### src/logic/tpwm_consts.vh
// Constants shared by the two-channel PWM timer block.
`ifndef TPWM_CONSTS_VH
`define TPWM_CONSTS_VH
`define TPWM_CNT_W 16
`define TPWM_MOD_RESET 16'hFFFF
`define TPWM_CMP_RESET 16'h0000
`define TPWM_PS_W 3
`define TPWM_PS_UNUSED 3'h7
`define TPWM_MODE_UNBUF 2'h1
`define TPWM_MODE_BUF 2'h2
`define TPWM_MS_B 1
`define TPWM_MS_A 0
`define TPWM_ACT_CLEAR 2'h2
`define TPWM_ACT_SET 2'h3
`define TPWM_ACT_B 1
`define TPWM_PRE_W 6
`endif

### src/logic/tpwm_timer_pwm_channels.v
// Two-channel 16-bit timer with modulo counter, prescaler, PWM and buffered pairing.
`timescale 1ns/1ps
`include "tpwm_consts.vh"

// Notes on behaviour
// Toggle-on-wrap toggles the channel pin each time the counter reaches modulo.
// Pulse width is the time from counter wrap to the compare match.
// Divide-by-one with modulo 255 gives a 256 bus clock period.
// Compare value 128 with a 256-count period gives 50 percent duty.
// Software writes shorter widths in compare handler, longer in wrap handler.
// Software must not set toggle-on-compare for PWM channels.
// Channel 0 link bit pairs channels into buffered PWM, channel 0 compare first.
// A channel 1 compare write takes over next period; last written pair governs.
// While linked, channel 1 control is ignored and its pin released.
// Software writes new widths only to the inactive compare pair.
// Software halts and clears counter, writes values, configures, then releases halt.
// Mode code 0:1 is unbuffered compare, 1:0 buffered compare.
// Action code 1:0 clears pin on compare, 1:1 sets it.
// Channel 0 mode bit B wins over mode bit A.
// Without toggle-on-wrap the pin never toggles, giving 0 percent duty.
// Full duty bit with toggle-on-wrap gives constant 100 percent duty.
// Wrap flag sets on reaching modulo; request only when its enable is set.
// Channel flag sets on compare match; request only when channel enable is set.
// In wait the timer runs; enabled requests drive the wake output.
// In stop the timer freezes, holding counter and registers, then resumes.
// During break the counter and prescaler halt.
// In break, flags clear only with clear enable; pending clear finishes afterwards.
// After reaching modulo the counter restarts from zero at next timer clock.
// Prescale codes 000 to 110 divide by 1 to 64; 111 is unused.
// Counter clear pulse resets counter and prescaler only and reads as zero.
module tpwm_timer_pwm_channels
(
    input wire clk_sys,
    input wire sys_rst,
    input wire counter_halt_bit,
    input wire counter_clear,
    input wire [2:0] prescale_select,
    input wire [15:0] modulo_value,
    input wire modulo_write,
    input wire [15:0] compare0_value,
    input wire compare0_write,
    input wire [15:0] compare1_value,
    input wire compare1_write,
    input wire [1:0] ch0_mode,
    input wire [1:0] ch1_mode,
    input wire [1:0] ch0_output_action,
    input wire [1:0] ch1_output_action,
    input wire ch0_toggle_on_wrap_bit,
    input wire ch1_toggle_on_wrap_bit,
    input wire ch0_full_duty_bit,
    input wire ch1_full_duty_bit,
    input wire wrap_irq_enable,
    input wire ch0_irq_enable,
    input wire ch1_irq_enable,
    input wire wrap_flag_read,
    input wire wrap_flag_clear,
    input wire ch0_flag_read,
    input wire ch0_flag_clear,
    input wire ch1_flag_read,
    input wire ch1_flag_clear,
    input wire stop_mode,
    input wire break_state,
    input wire break_flag_clear_enable,
    output reg [15:0] counter,
    output reg channel0_pin,
    output reg channel1_pin,
    output reg channel1_pin_released,
    output reg active_pair,
    output reg wrap_flag,
    output reg ch0_event_flag,
    output reg ch1_event_flag,
    output reg timer_irq
);

    reg [5:0] prescaler;
    reg [15:0] modulo;
    reg [15:0] compare0;
    reg [15:0] compare1;
    reg pendingSwap;
    reg wrapArmed;
    reg ch0Armed;
    reg ch1Armed;
    reg [15:0] next_counter;
    reg tick;
    wire running;
    wire linked;
    wire wrap;
    wire [15:0] ch0Compare;
    wire match0;
    wire match1;
    wire ch1Active;
    wire wrapClearOk;
    wire ch0ClearOk;
    wire ch1ClearOk;
    wire clearAllowed;
    wire stepping;

    // Stop, break and the halt bit all freeze the counting path.
    assign running = ~counter_halt_bit & ~stop_mode & ~break_state;
    // Bit B is checked alone, so it overrides bit A whatever A holds.
    assign linked = ch0_mode[`TPWM_MS_B];
    assign ch1Active = ~linked & (ch1_mode == `TPWM_MODE_UNBUF);
    assign wrap = tick & (counter == modulo);
    assign ch0Compare = (linked & active_pair) ? compare1 : compare0;

    // Matches look at the value the counter is about to take, so a compare of N
    // keeps the pulse for N timer clocks after the wrap, and a compare of zero
    // meets the wrap itself. A clear in the same edge cancels the match, since
    // the counter never takes the value that was compared.
    assign stepping = tick & ~counter_clear;
    assign match0 = stepping & (next_counter == ch0Compare);
    assign match1 = stepping & (next_counter == compare1) & ch1Active;

    // Prescaler tap select; the unused code yields no timer clock.
    // Each tap fires once per divide period, on the all-ones phase of the prescaler.
    always @*
    begin
        case (prescale_select)
            3'h0: tick = running;
            3'h1: tick = running & (prescaler[0] == 1'b1);
            3'h2: tick = running & (prescaler[1:0] == 2'h3);
            3'h3: tick = running & (prescaler[2:0] == 3'h7);
            3'h4: tick = running & (prescaler[3:0] == 4'hF);
            3'h5: tick = running & (prescaler[4:0] == 5'h1F);
            3'h6: tick = running & (prescaler == 6'h3F);
            default: tick = 1'b0;
        endcase
    end

    // Next counter value: restart from zero after the modulo is reached.
    always @*
    begin
        if (wrap)
        begin
            next_counter = 16'h0000;
        end
        else if (tick)
        begin
            next_counter = counter + 16'h0001;
        end
        else
        begin
            next_counter = counter;
        end
    end

    // Counter, prescaler and configuration storage.
    always @(posedge clk_sys or posedge sys_rst)
    begin
        if (sys_rst)
        begin
            counter <= 16'h0000;
            prescaler <= 6'h00;
            modulo <= `TPWM_MOD_RESET;
            compare0 <= `TPWM_CMP_RESET;
            compare1 <= `TPWM_CMP_RESET;
        end
        else
        begin
            if (counter_clear)
            begin
                counter <= 16'h0000;
                prescaler <= 6'h00;
            end
            else
            begin
                counter <= next_counter;
                if (running)
                begin
                    prescaler <= prescaler + 6'h01;
                end
            end
            if (modulo_write)
            begin
                modulo <= modulo_value;
            end
            if (compare0_write)
            begin
                compare0 <= compare0_value;
            end
            if (compare1_write)
            begin
                compare1 <= compare1_value;
            end
        end
    end

    // Buffered pair tracking: the last written pair takes over at the next wrap.
    always @(posedge clk_sys or posedge sys_rst)
    begin
        if (sys_rst)
        begin
            active_pair <= 1'b0;
            pendingSwap <= 1'b0;
        end
        else if (!linked)
        begin
            active_pair <= 1'b0;
            pendingSwap <= 1'b0;
        end
        else
        begin
            if (wrap)
            begin
                active_pair <= pendingSwap;
            end
            if (compare1_write)
            begin
                pendingSwap <= 1'b1;
            end
            else if (compare0_write)
            begin
                pendingSwap <= 1'b0;
            end
        end
    end

    // Pin drive. Compare is checked before the wrap toggle, so a compare of zero
    // meets the wrap in the same edge and holds the pin at its compare level.
    // Channel 1 is left alone while linked, its pin then belongs to port logic.
    always @(posedge clk_sys or posedge sys_rst)
    begin
        if (sys_rst)
        begin
            channel0_pin <= 1'b0;
            channel1_pin <= 1'b0;
            channel1_pin_released <= 1'b0;
        end
        else
        begin
            channel1_pin_released <= linked;
            if (ch0_full_duty_bit & ch0_toggle_on_wrap_bit)
            begin
                channel0_pin <= ~ch0_output_action[0];
            end
            else if (match0 & ch0_output_action[`TPWM_ACT_B])
            begin
                channel0_pin <= ch0_output_action[0];
            end
            else if (wrap & ch0_toggle_on_wrap_bit)
            begin
                channel0_pin <= ~channel0_pin;
            end
            if (ch1Active & ch1_full_duty_bit & ch1_toggle_on_wrap_bit)
            begin
                channel1_pin <= ~ch1_output_action[0];
            end
            else if (match1 & ch1_output_action[`TPWM_ACT_B])
            begin
                channel1_pin <= ch1_output_action[0];
            end
            else if (ch1Active & wrap & ch1_toggle_on_wrap_bit)
            begin
                channel1_pin <= ~channel1_pin;
            end
        end
    end

    // Two-step clears: a read of a set flag arms, a clear strobe finishes.
    // In break without clear enable the strobe is ignored but the arming holds.
    assign clearAllowed = ~break_state | break_flag_clear_enable;
    assign wrapClearOk = wrap_flag_clear & wrapArmed & clearAllowed;
    assign ch0ClearOk = ch0_flag_clear & ch0Armed & clearAllowed;
    assign ch1ClearOk = ch1_flag_clear & ch1Armed & clearAllowed;

    // Flags: a new event wins over a clear in the same cycle.
    always @(posedge clk_sys or posedge sys_rst)
    begin
        if (sys_rst)
        begin
            wrap_flag <= 1'b0;
            ch0_event_flag <= 1'b0;
            ch1_event_flag <= 1'b0;
            wrapArmed <= 1'b0;
            ch0Armed <= 1'b0;
            ch1Armed <= 1'b0;
        end
        else
        begin
            if (wrap)
            begin
                wrap_flag <= 1'b1;
                wrapArmed <= 1'b0;
            end
            else if (wrapClearOk)
            begin
                wrap_flag <= 1'b0;
                wrapArmed <= 1'b0;
            end
            else if (wrap_flag_read & wrap_flag & clearAllowed)
            begin
                wrapArmed <= 1'b1;
            end
            // Channel 0 flag, fed by whichever compare pair governs the pin.
            if (match0)
            begin
                ch0_event_flag <= 1'b1;
                ch0Armed <= 1'b0;
            end
            else if (ch0ClearOk)
            begin
                ch0_event_flag <= 1'b0;
                ch0Armed <= 1'b0;
            end
            else if (ch0_flag_read & ch0_event_flag & clearAllowed)
            begin
                ch0Armed <= 1'b1;
            end
            // Channel 1 flag; its match is already gated off while linked.
            if (match1)
            begin
                ch1_event_flag <= 1'b1;
                ch1Armed <= 1'b0;
            end
            else if (ch1ClearOk)
            begin
                ch1_event_flag <= 1'b0;
                ch1Armed <= 1'b0;
            end
            else if (ch1_flag_read & ch1_event_flag & clearAllowed)
            begin
                ch1Armed <= 1'b1;
            end
        end
    end

    // Request output also serves as the wake source in wait mode.
    // Channel 1 requests are dropped while linked, as its control is then unused.
    always @(posedge clk_sys or posedge sys_rst)
    begin
        if (sys_rst)
        begin
            timer_irq <= 1'b0;
        end
        else
        begin
            timer_irq <= (wrap_flag & wrap_irq_enable) | (ch0_event_flag & ch0_irq_enable)
                | (ch1_event_flag & ch1_irq_enable & ~linked);
        end
    end

endmodule

### config.mk
export PLATFORM = sky130hd
export DESIGN_NAME = tpwm_timer_pwm_channels
export DESIGN_NICKNAME = d
export VERILOG_FILES = /design/src/logic/tpwm_timer_pwm_channels.v
export VERILOG_INCLUDE_DIRS = /design/src /design/src/logic
export SDC_FILE = /design/constraint.sdc
export NUM_CORES = 1
export LEC_CHECK = 0
export BUFFER_PORTS_ARGS = -buffer_cell sky130_fd_sc_hd__buf_2
export CAP_MARGIN = 40
export CORE_MARGIN = 2
export CORE_UTILIZATION = 40
export DETAILED_ROUTE_END_ITERATION = 10
export GPL_ROUTABILITY_DRIVEN = 0
export PLACE_DENSITY_LB_ADDON = 0.08
export SYNTH_ARGS = -nofsm -noshare
export SYNTH_HDL_FRONTEND = slang
export SYNTH_SLANG_ARGS = --single-unit
### constraint.sdc
create_clock -name clk_sys -period 3.1 [get_ports clk_sys]
set_input_delay 0.465 -clock clk_sys [delete_from_list [all_inputs] [get_ports clk_sys]]
set_output_delay 0.465 -clock clk_sys [all_outputs]
set_load 0.005 [all_outputs]
# After elaboration in Yosys (flattened, before gate mapping)
# Cells that the tools add are included.
# classes
add_sub_neg	2
n_mul	0
div_mod_pow	0
order_cmp	0
eq_ne	17
n_shift	0
muxes	33
bitwise	51
reduce_logical	10
# ops
op	n
two-way mux 16 bit	4
== test 16 bit	3
AND 1 bit	39
two-way mux 1 bit	26
adder 16 x 1 -> 16 bit (second input constant)	1
nonzero test 3 bit	5
== test 3 bit (second input constant)	4
two-way mux 6 bit	2
inverter 1 bit	9
nonzero test 2 bit	4
one-hot mux 1 bit (7 select lines)	1
adder 6 x 1 -> 6 bit (second input constant)	1
== test 3 x 2 -> 1 bit (second input constant)	2
== test 6 bit (second input constant)	1
== test 5 bit (second input constant)	1
== test 4 bit (second input constant)	1
== test 3 x 1 -> 1 bit (second input constant)	1
zero test 3 bit	1
!= test 3 bit (second input constant)	1
bitwise OR 1 bit	3
== test 2 x 1 -> 1 bit (second input constant)	1
== test 2 bit (second input constant)	1
!= test 2 x 1 -> 1 bit (second input constant)	1
# word_totals
ff_bits	82
latch_bits	0
ramBits	0
rom_bits	0
word_cells	130
memories	0

# Logic depth before layout (Yosys ltp)
# depth
depth_word	13
mapped_depth	14
mapped_depth_nobuf	12

# Worst setup path after synthesis
# No wires, ideal clock.
# synth_path
path_type	reg-to-reg
startpoint	reg prescaler[0]
endpoint	reg channel1_pin
setup_ns	0.128
t_arrival_ns	3.038
slack_ns	-0.065
stages_incl_launch_ff	14
n_path_buf	1
period_less_slack_ns	3.165
path_cell_list	dfrtp_1 > ha_1 > and3_1 > ha_1 > nor2b_1 > o221ai_2 > or3_1 > buf_6 > nor3_2 > o211ai_1 > a2111oi_2 > nand4_1 > nor4_2 > mux2_1
# synth_between
elab_chain_cells	11
word_cells_on_any_way	25
# synth_rtl
item	line	source
from (decl)	tpwm_timer_pwm_channels.v:75	reg [5:0] prescaler;
from (signal assigned)	tpwm_timer_pwm_channels.v:170	prescaler <= prescaler + 6'h01;
== test 6 bit (tied with other cells)	tpwm_timer_pwm_channels.v:125	3'h6: tick = running & (prescaler == 6'h3F);
AND 1 bit, on equally long branches	n/a	
one-hot mux 1 bit (7 select lines) (*)	tpwm_timer_pwm_channels.v:118	case (prescale_select)
two-way mux 16 bit / AND 1 bit (equally long branches)	tpwm_timer_pwm_channels.v:137, tpwm_timer_pwm_channels.v:103	
two-way mux 16 bit	tpwm_timer_pwm_channels.v:133	if (wrap)
== test 16 bit	tpwm_timer_pwm_channels.v:112	assign match1 = stepping & (next_counter == compare1) & ch1Active;
AND 1 bit (2 in a row)	tpwm_timer_pwm_channels.v:112	
AND 1 bit	tpwm_timer_pwm_channels.v:248	else if (match1 & ch1_output_action[`TPWM_ACT_B])
two-way mux 1 bit	tpwm_timer_pwm_channels.v:248	
two-way mux 1 bit	tpwm_timer_pwm_channels.v:244	if (ch1Active & ch1_full_duty_bit & ch1_toggle_on_wrap_bit)
to (signal assigned)	tpwm_timer_pwm_channels.v:246	channel1_pin <= ~ch1_output_action[0];
to (signal assigned)	tpwm_timer_pwm_channels.v:250	channel1_pin <= ch1_output_action[0];
to (signal assigned)	tpwm_timer_pwm_channels.v:254	channel1_pin <= ~channel1_pin;
to (decl)	tpwm_timer_pwm_channels.v:66	output reg channel1_pin,
# Mark *: on every way between the ends. The rest lies on a longest branch, timed or not.
# A chain may end at the register's enable or synchronous reset.

# Final worst setup path
# Same ends and word-level chain as after synthesis.

==> summary.md <==
| Metric | Value |
|---|---|
| WL final | 14.9 mm |
| CTS Root Cell | clkbuf_16 |
| #FFs+latches synth | 82 |
| Crit start category | flip-flop |
| Vias in the first global route | 4,377 |
| Cells after synthesis | 525 |
| WS Path Type | flip-flop to flip-flop |
| Die Ht | 117 um |
| I/O Buffers | 104 |
| Share of layout cells above drive strength 1 | 42.5% |
| Wire length on met3 | 801 um |
| Max frequency | 0.320 GHz |
| Logic pwr share | 16.9% |
| Req. time, crit path | 3330 ps |
| CTS sink cnt | 82 |
| Peak ir drop on the vdd network | 0.000330 V |
| Worst Hold Slack | 212 ps |
| Ys async rst share | 100% |
| Total congestion overflow | 0 |
| Nets | 771 |
| CP max FO | 5 |
| Pwr dens | 398 nW/um^2 |
| ANT nets after route | 0 |
| Reg2Reg Depth | 13 |
| Crit path DAT | 3350 ps |
| Syn-to-layout area delta | 33.0% |
| Library cells used by synthesis | 66 |
| Syn Nets | 611 |
| Main synth FF type | dfrtp_1 |
| Final instance area | 6800 sq um |
| Vias per cell | 5.52 |
| Internal | 2.00 mW |
| Clock Latency Late Sink | 340 ps |
| DR WL met2 | 6.95 mm |
| Area leader, netlist | dfrtp_1 |
| Max_cap viols | 0 |
| Status | finished with violations |
| CTS tree | done |
| CORE AREA | 12,600 sq um |
| Most frequent cells in the layout | 105 x buf_2, 69 x buf_4, 66 x dfrtp_1 |
| First-pass GRT wire length | 23.0 mm |
| DR vias | 4,757 |
| Worst setup EP type | flip-flop |
| Antenna violations before repair | 0 |
| Die W | 117 um |
| Placed Area | 6290 sq um |
| Initial core utilization | 40.7% |
| Met1 WL | 6.92 mm |
| Worst Hold Class | primary input to async pin |
| R2R setup slack | -30 ps |
| Worst-Margin Slew | 722 ps |
| Reg2Reg Capture Point | channel1_pin$_DFFE_PP0P_ |
| Full die area | 13,700 sq um |
| Clk pwr share | 37.4% |
| Reg-to-reg startpoint | prescaler[0]$_DFFE_PP0P_ |
| Psw | 0.706 mW |
| Wire length per cell | 17.3 um |
| Final Hold Viols | 0 |
| Ant diodes | 0 |
| Relative slew slack | 51.8% |
| EDFF count, synth | 0 |
| Row cnt | 41 |
| Period utilization | 101% |
| Fill count | 1,147 |
| Failing checks | negative setup slack |
| Remaining DRCs | 0 |
| Period minus WS final | 3130 ps |
| CTS Buf Count | 9 |
| Switching part of the total | 26.1% |
| Avg Inst Size Synth | 9.74 sq um |
| Sequential Power Share | 45.6% |
| Seq/Total Area, Yosys | 40.5% |
| Final setup margin | -26.3 ps |
| Static leakage | 3.10 nW |
| Clock buffer depth | 2 |
| Ys Warns | 0 |
| Worst Skew | 8.26 ps |
| Synth top area cells | dfrtp_1 32%, mux2_2 11%, dfstp_2 8.2% |
| Drt pass-1 iters | 5 |
| Largest net degree at the start of global routing | 43 |
| Most common cell after layout, fill and taps aside | buf_2 |
| Unrepaired setup endpoints after global routing | yes |
| Cell Area, Synth | 5110 sq um |
| Number of DRC markers in iteration 0 | 325 |
| Top layer in use | met4 |
| Final setup violation count | 1 |
| Hpwl dp | 11.5 mm |
| Gr usage total | 22.1% |
| H-tree lvl count | 3 |
| Synth top area share | 32.3% |
| Fin. max-slew vios | 0 |
| Num ports | 106 |
| CTS clk-pin slew, worst paths | 60 ps |
-- final cells by class --
class / count / area (sq um) / area share (%)
clock inverters: 2 / 10.0 / 0.147
flip-flops and latches: 82 / 2070 / 30.5
clock buffers: 14 / 274 / 4.03
repair buffers: 182 / 1170 / 17.2
inverters: 12 / 46.3 / 0.680
well taps: 172 / 215 / 3.16
multi-input cells: 398 / 3020 / 44.4
-- metrics by stage --
step / utilization [%] / setup WS (ps) / power (mW) / TNS [ps] / cells
global route: 54.1 / -178 / 2.84 / -539 / 862
global placement: 50.1 / -216 / 1.68 / -493 / 840
CTS: 53.2 / -56.4 / 2.73 / -108 / 859
floorplan: - / 28.0 / 1.50 / 0 / 525
finish: 54.1 / -26.3 / 2.71 / -26.3 / 862
detailed placement: 50.1 / -274 / 1.69 / -772 / 840
-- synthesized netlist by cell type, drive strengths merged, types with 4 or more instances --
library cell,number
dfrtp,66
mux2,49
nor2,43
nand2,37
xnor2,28
nor3,27
mux2i,20
a21oi,19
nand3,18
clkbuf,17
o21ai,17
buf,16
dfstp,16
nand4,15
nor4,15
inv,12
a21o,7
a22oi,6
and3,6
nor2b,6
o21a,6
and2,5
o211ai,5
o22ai,5
a211oi,4
ha,4
nand2b,4
nand3b,4
o2bb2ai,4
or3,4
-- critical path: stages, from the launching register on --
cell and delay (ps):
dfrtp_1 390, ha_4 150, and3_4 190, ha_4 110, nor2b_4 160, o221ai_4 150
or3_4 420, buf_6 150, o31a_1 230, o22ai_1 130, a31o_2 180, o311ai_4 110
nor4_2 300, mux2_1 340
-- worst max-delay path by stage --
stage / from / end / slack [ps]
2_1_floorplan: prescaler[0]$_DFFE_PP0P_ / channel1_pin$_DFFE_PP0P_ / 30
3_3_place_gp: prescaler[1]$_DFFE_PP0P_ / channel1_pin$_DFFE_PP0P_ / -220
3_5_place_dp: prescaler[1]$_DFFE_PP0P_ / channel1_pin$_DFFE_PP0P_ / -270
4_1_cts: prescaler[1]$_DFFE_PP0P_ / channel0_pin$_DFFE_PP0P_ / -60
5_1_grt: prescaler[0]$_DFFE_PP0P_ / channel1_pin$_DFFE_PP0P_ / -180
6_report: prescaler[0]$_DFFE_PP0P_ / channel1_pin$_DFFE_PP0P_ / -30
-- power groups by stage --
stage | registers, mW | logic, mW | clock network (mW)
2_1_floorplan | 1.23 | 0.265 | 0
3_3_place_gp | 1.25 | 0.433 | 0
3_5_place_dp | 1.25 | 0.440 | 0
4_1_cts | 1.23 | 0.455 | 1.04
5_1_grt | 1.24 | 0.501 | 1.10
6_report | 1.24 | 0.459 | 1.01
-- registers in the layout, indices dropped and copies added (netlist names) --
register,count
ch0_event_flag,1
compare0,16
counter,16
compare1,16
pendingSwap,1
ch0Armed,1
wrapArmed,1
channel1_pin_released,1
prescaler,6
channel0_pin,1
ch1_event_flag,1
active_pair,1
wrap_flag,1
ch1Armed,1
timer_irq,1
modulo,16
channel1_pin,1
-- kinds of logic after synthesis --
logic type	count (synthesis)	synth area share (%)
multiplexers	69	14.7
buffers and inverters	45	4.16
AND/OR/NAND/NOR	190	19.6
XOR/XNOR	29	4.97
adder cells (fa/ha/maj)	4	0.979
flip-flops	82	40.5
AO/OA/AOI/OAI	106	15.0
-- metal layers --
layer	GRT usage, %	vias to the layer above
met1	31.1	2303
li1	-	2264
met2	35.1	168
met3	3.66	22
met4	6.82	0
met5	0	-
-- what timing repair did --
action | in CTS | in global routing
cloned | 0 | 1
resized for setup | 15 | 15
hold buffers | 0 | 0
setup endpoints to repair | 6 | 6
setup buffers | 3 | 3
pin swaps | 12 | 12
endpoints found under the hold margin | 0 | 0
(Power assumes the default switching activity.)
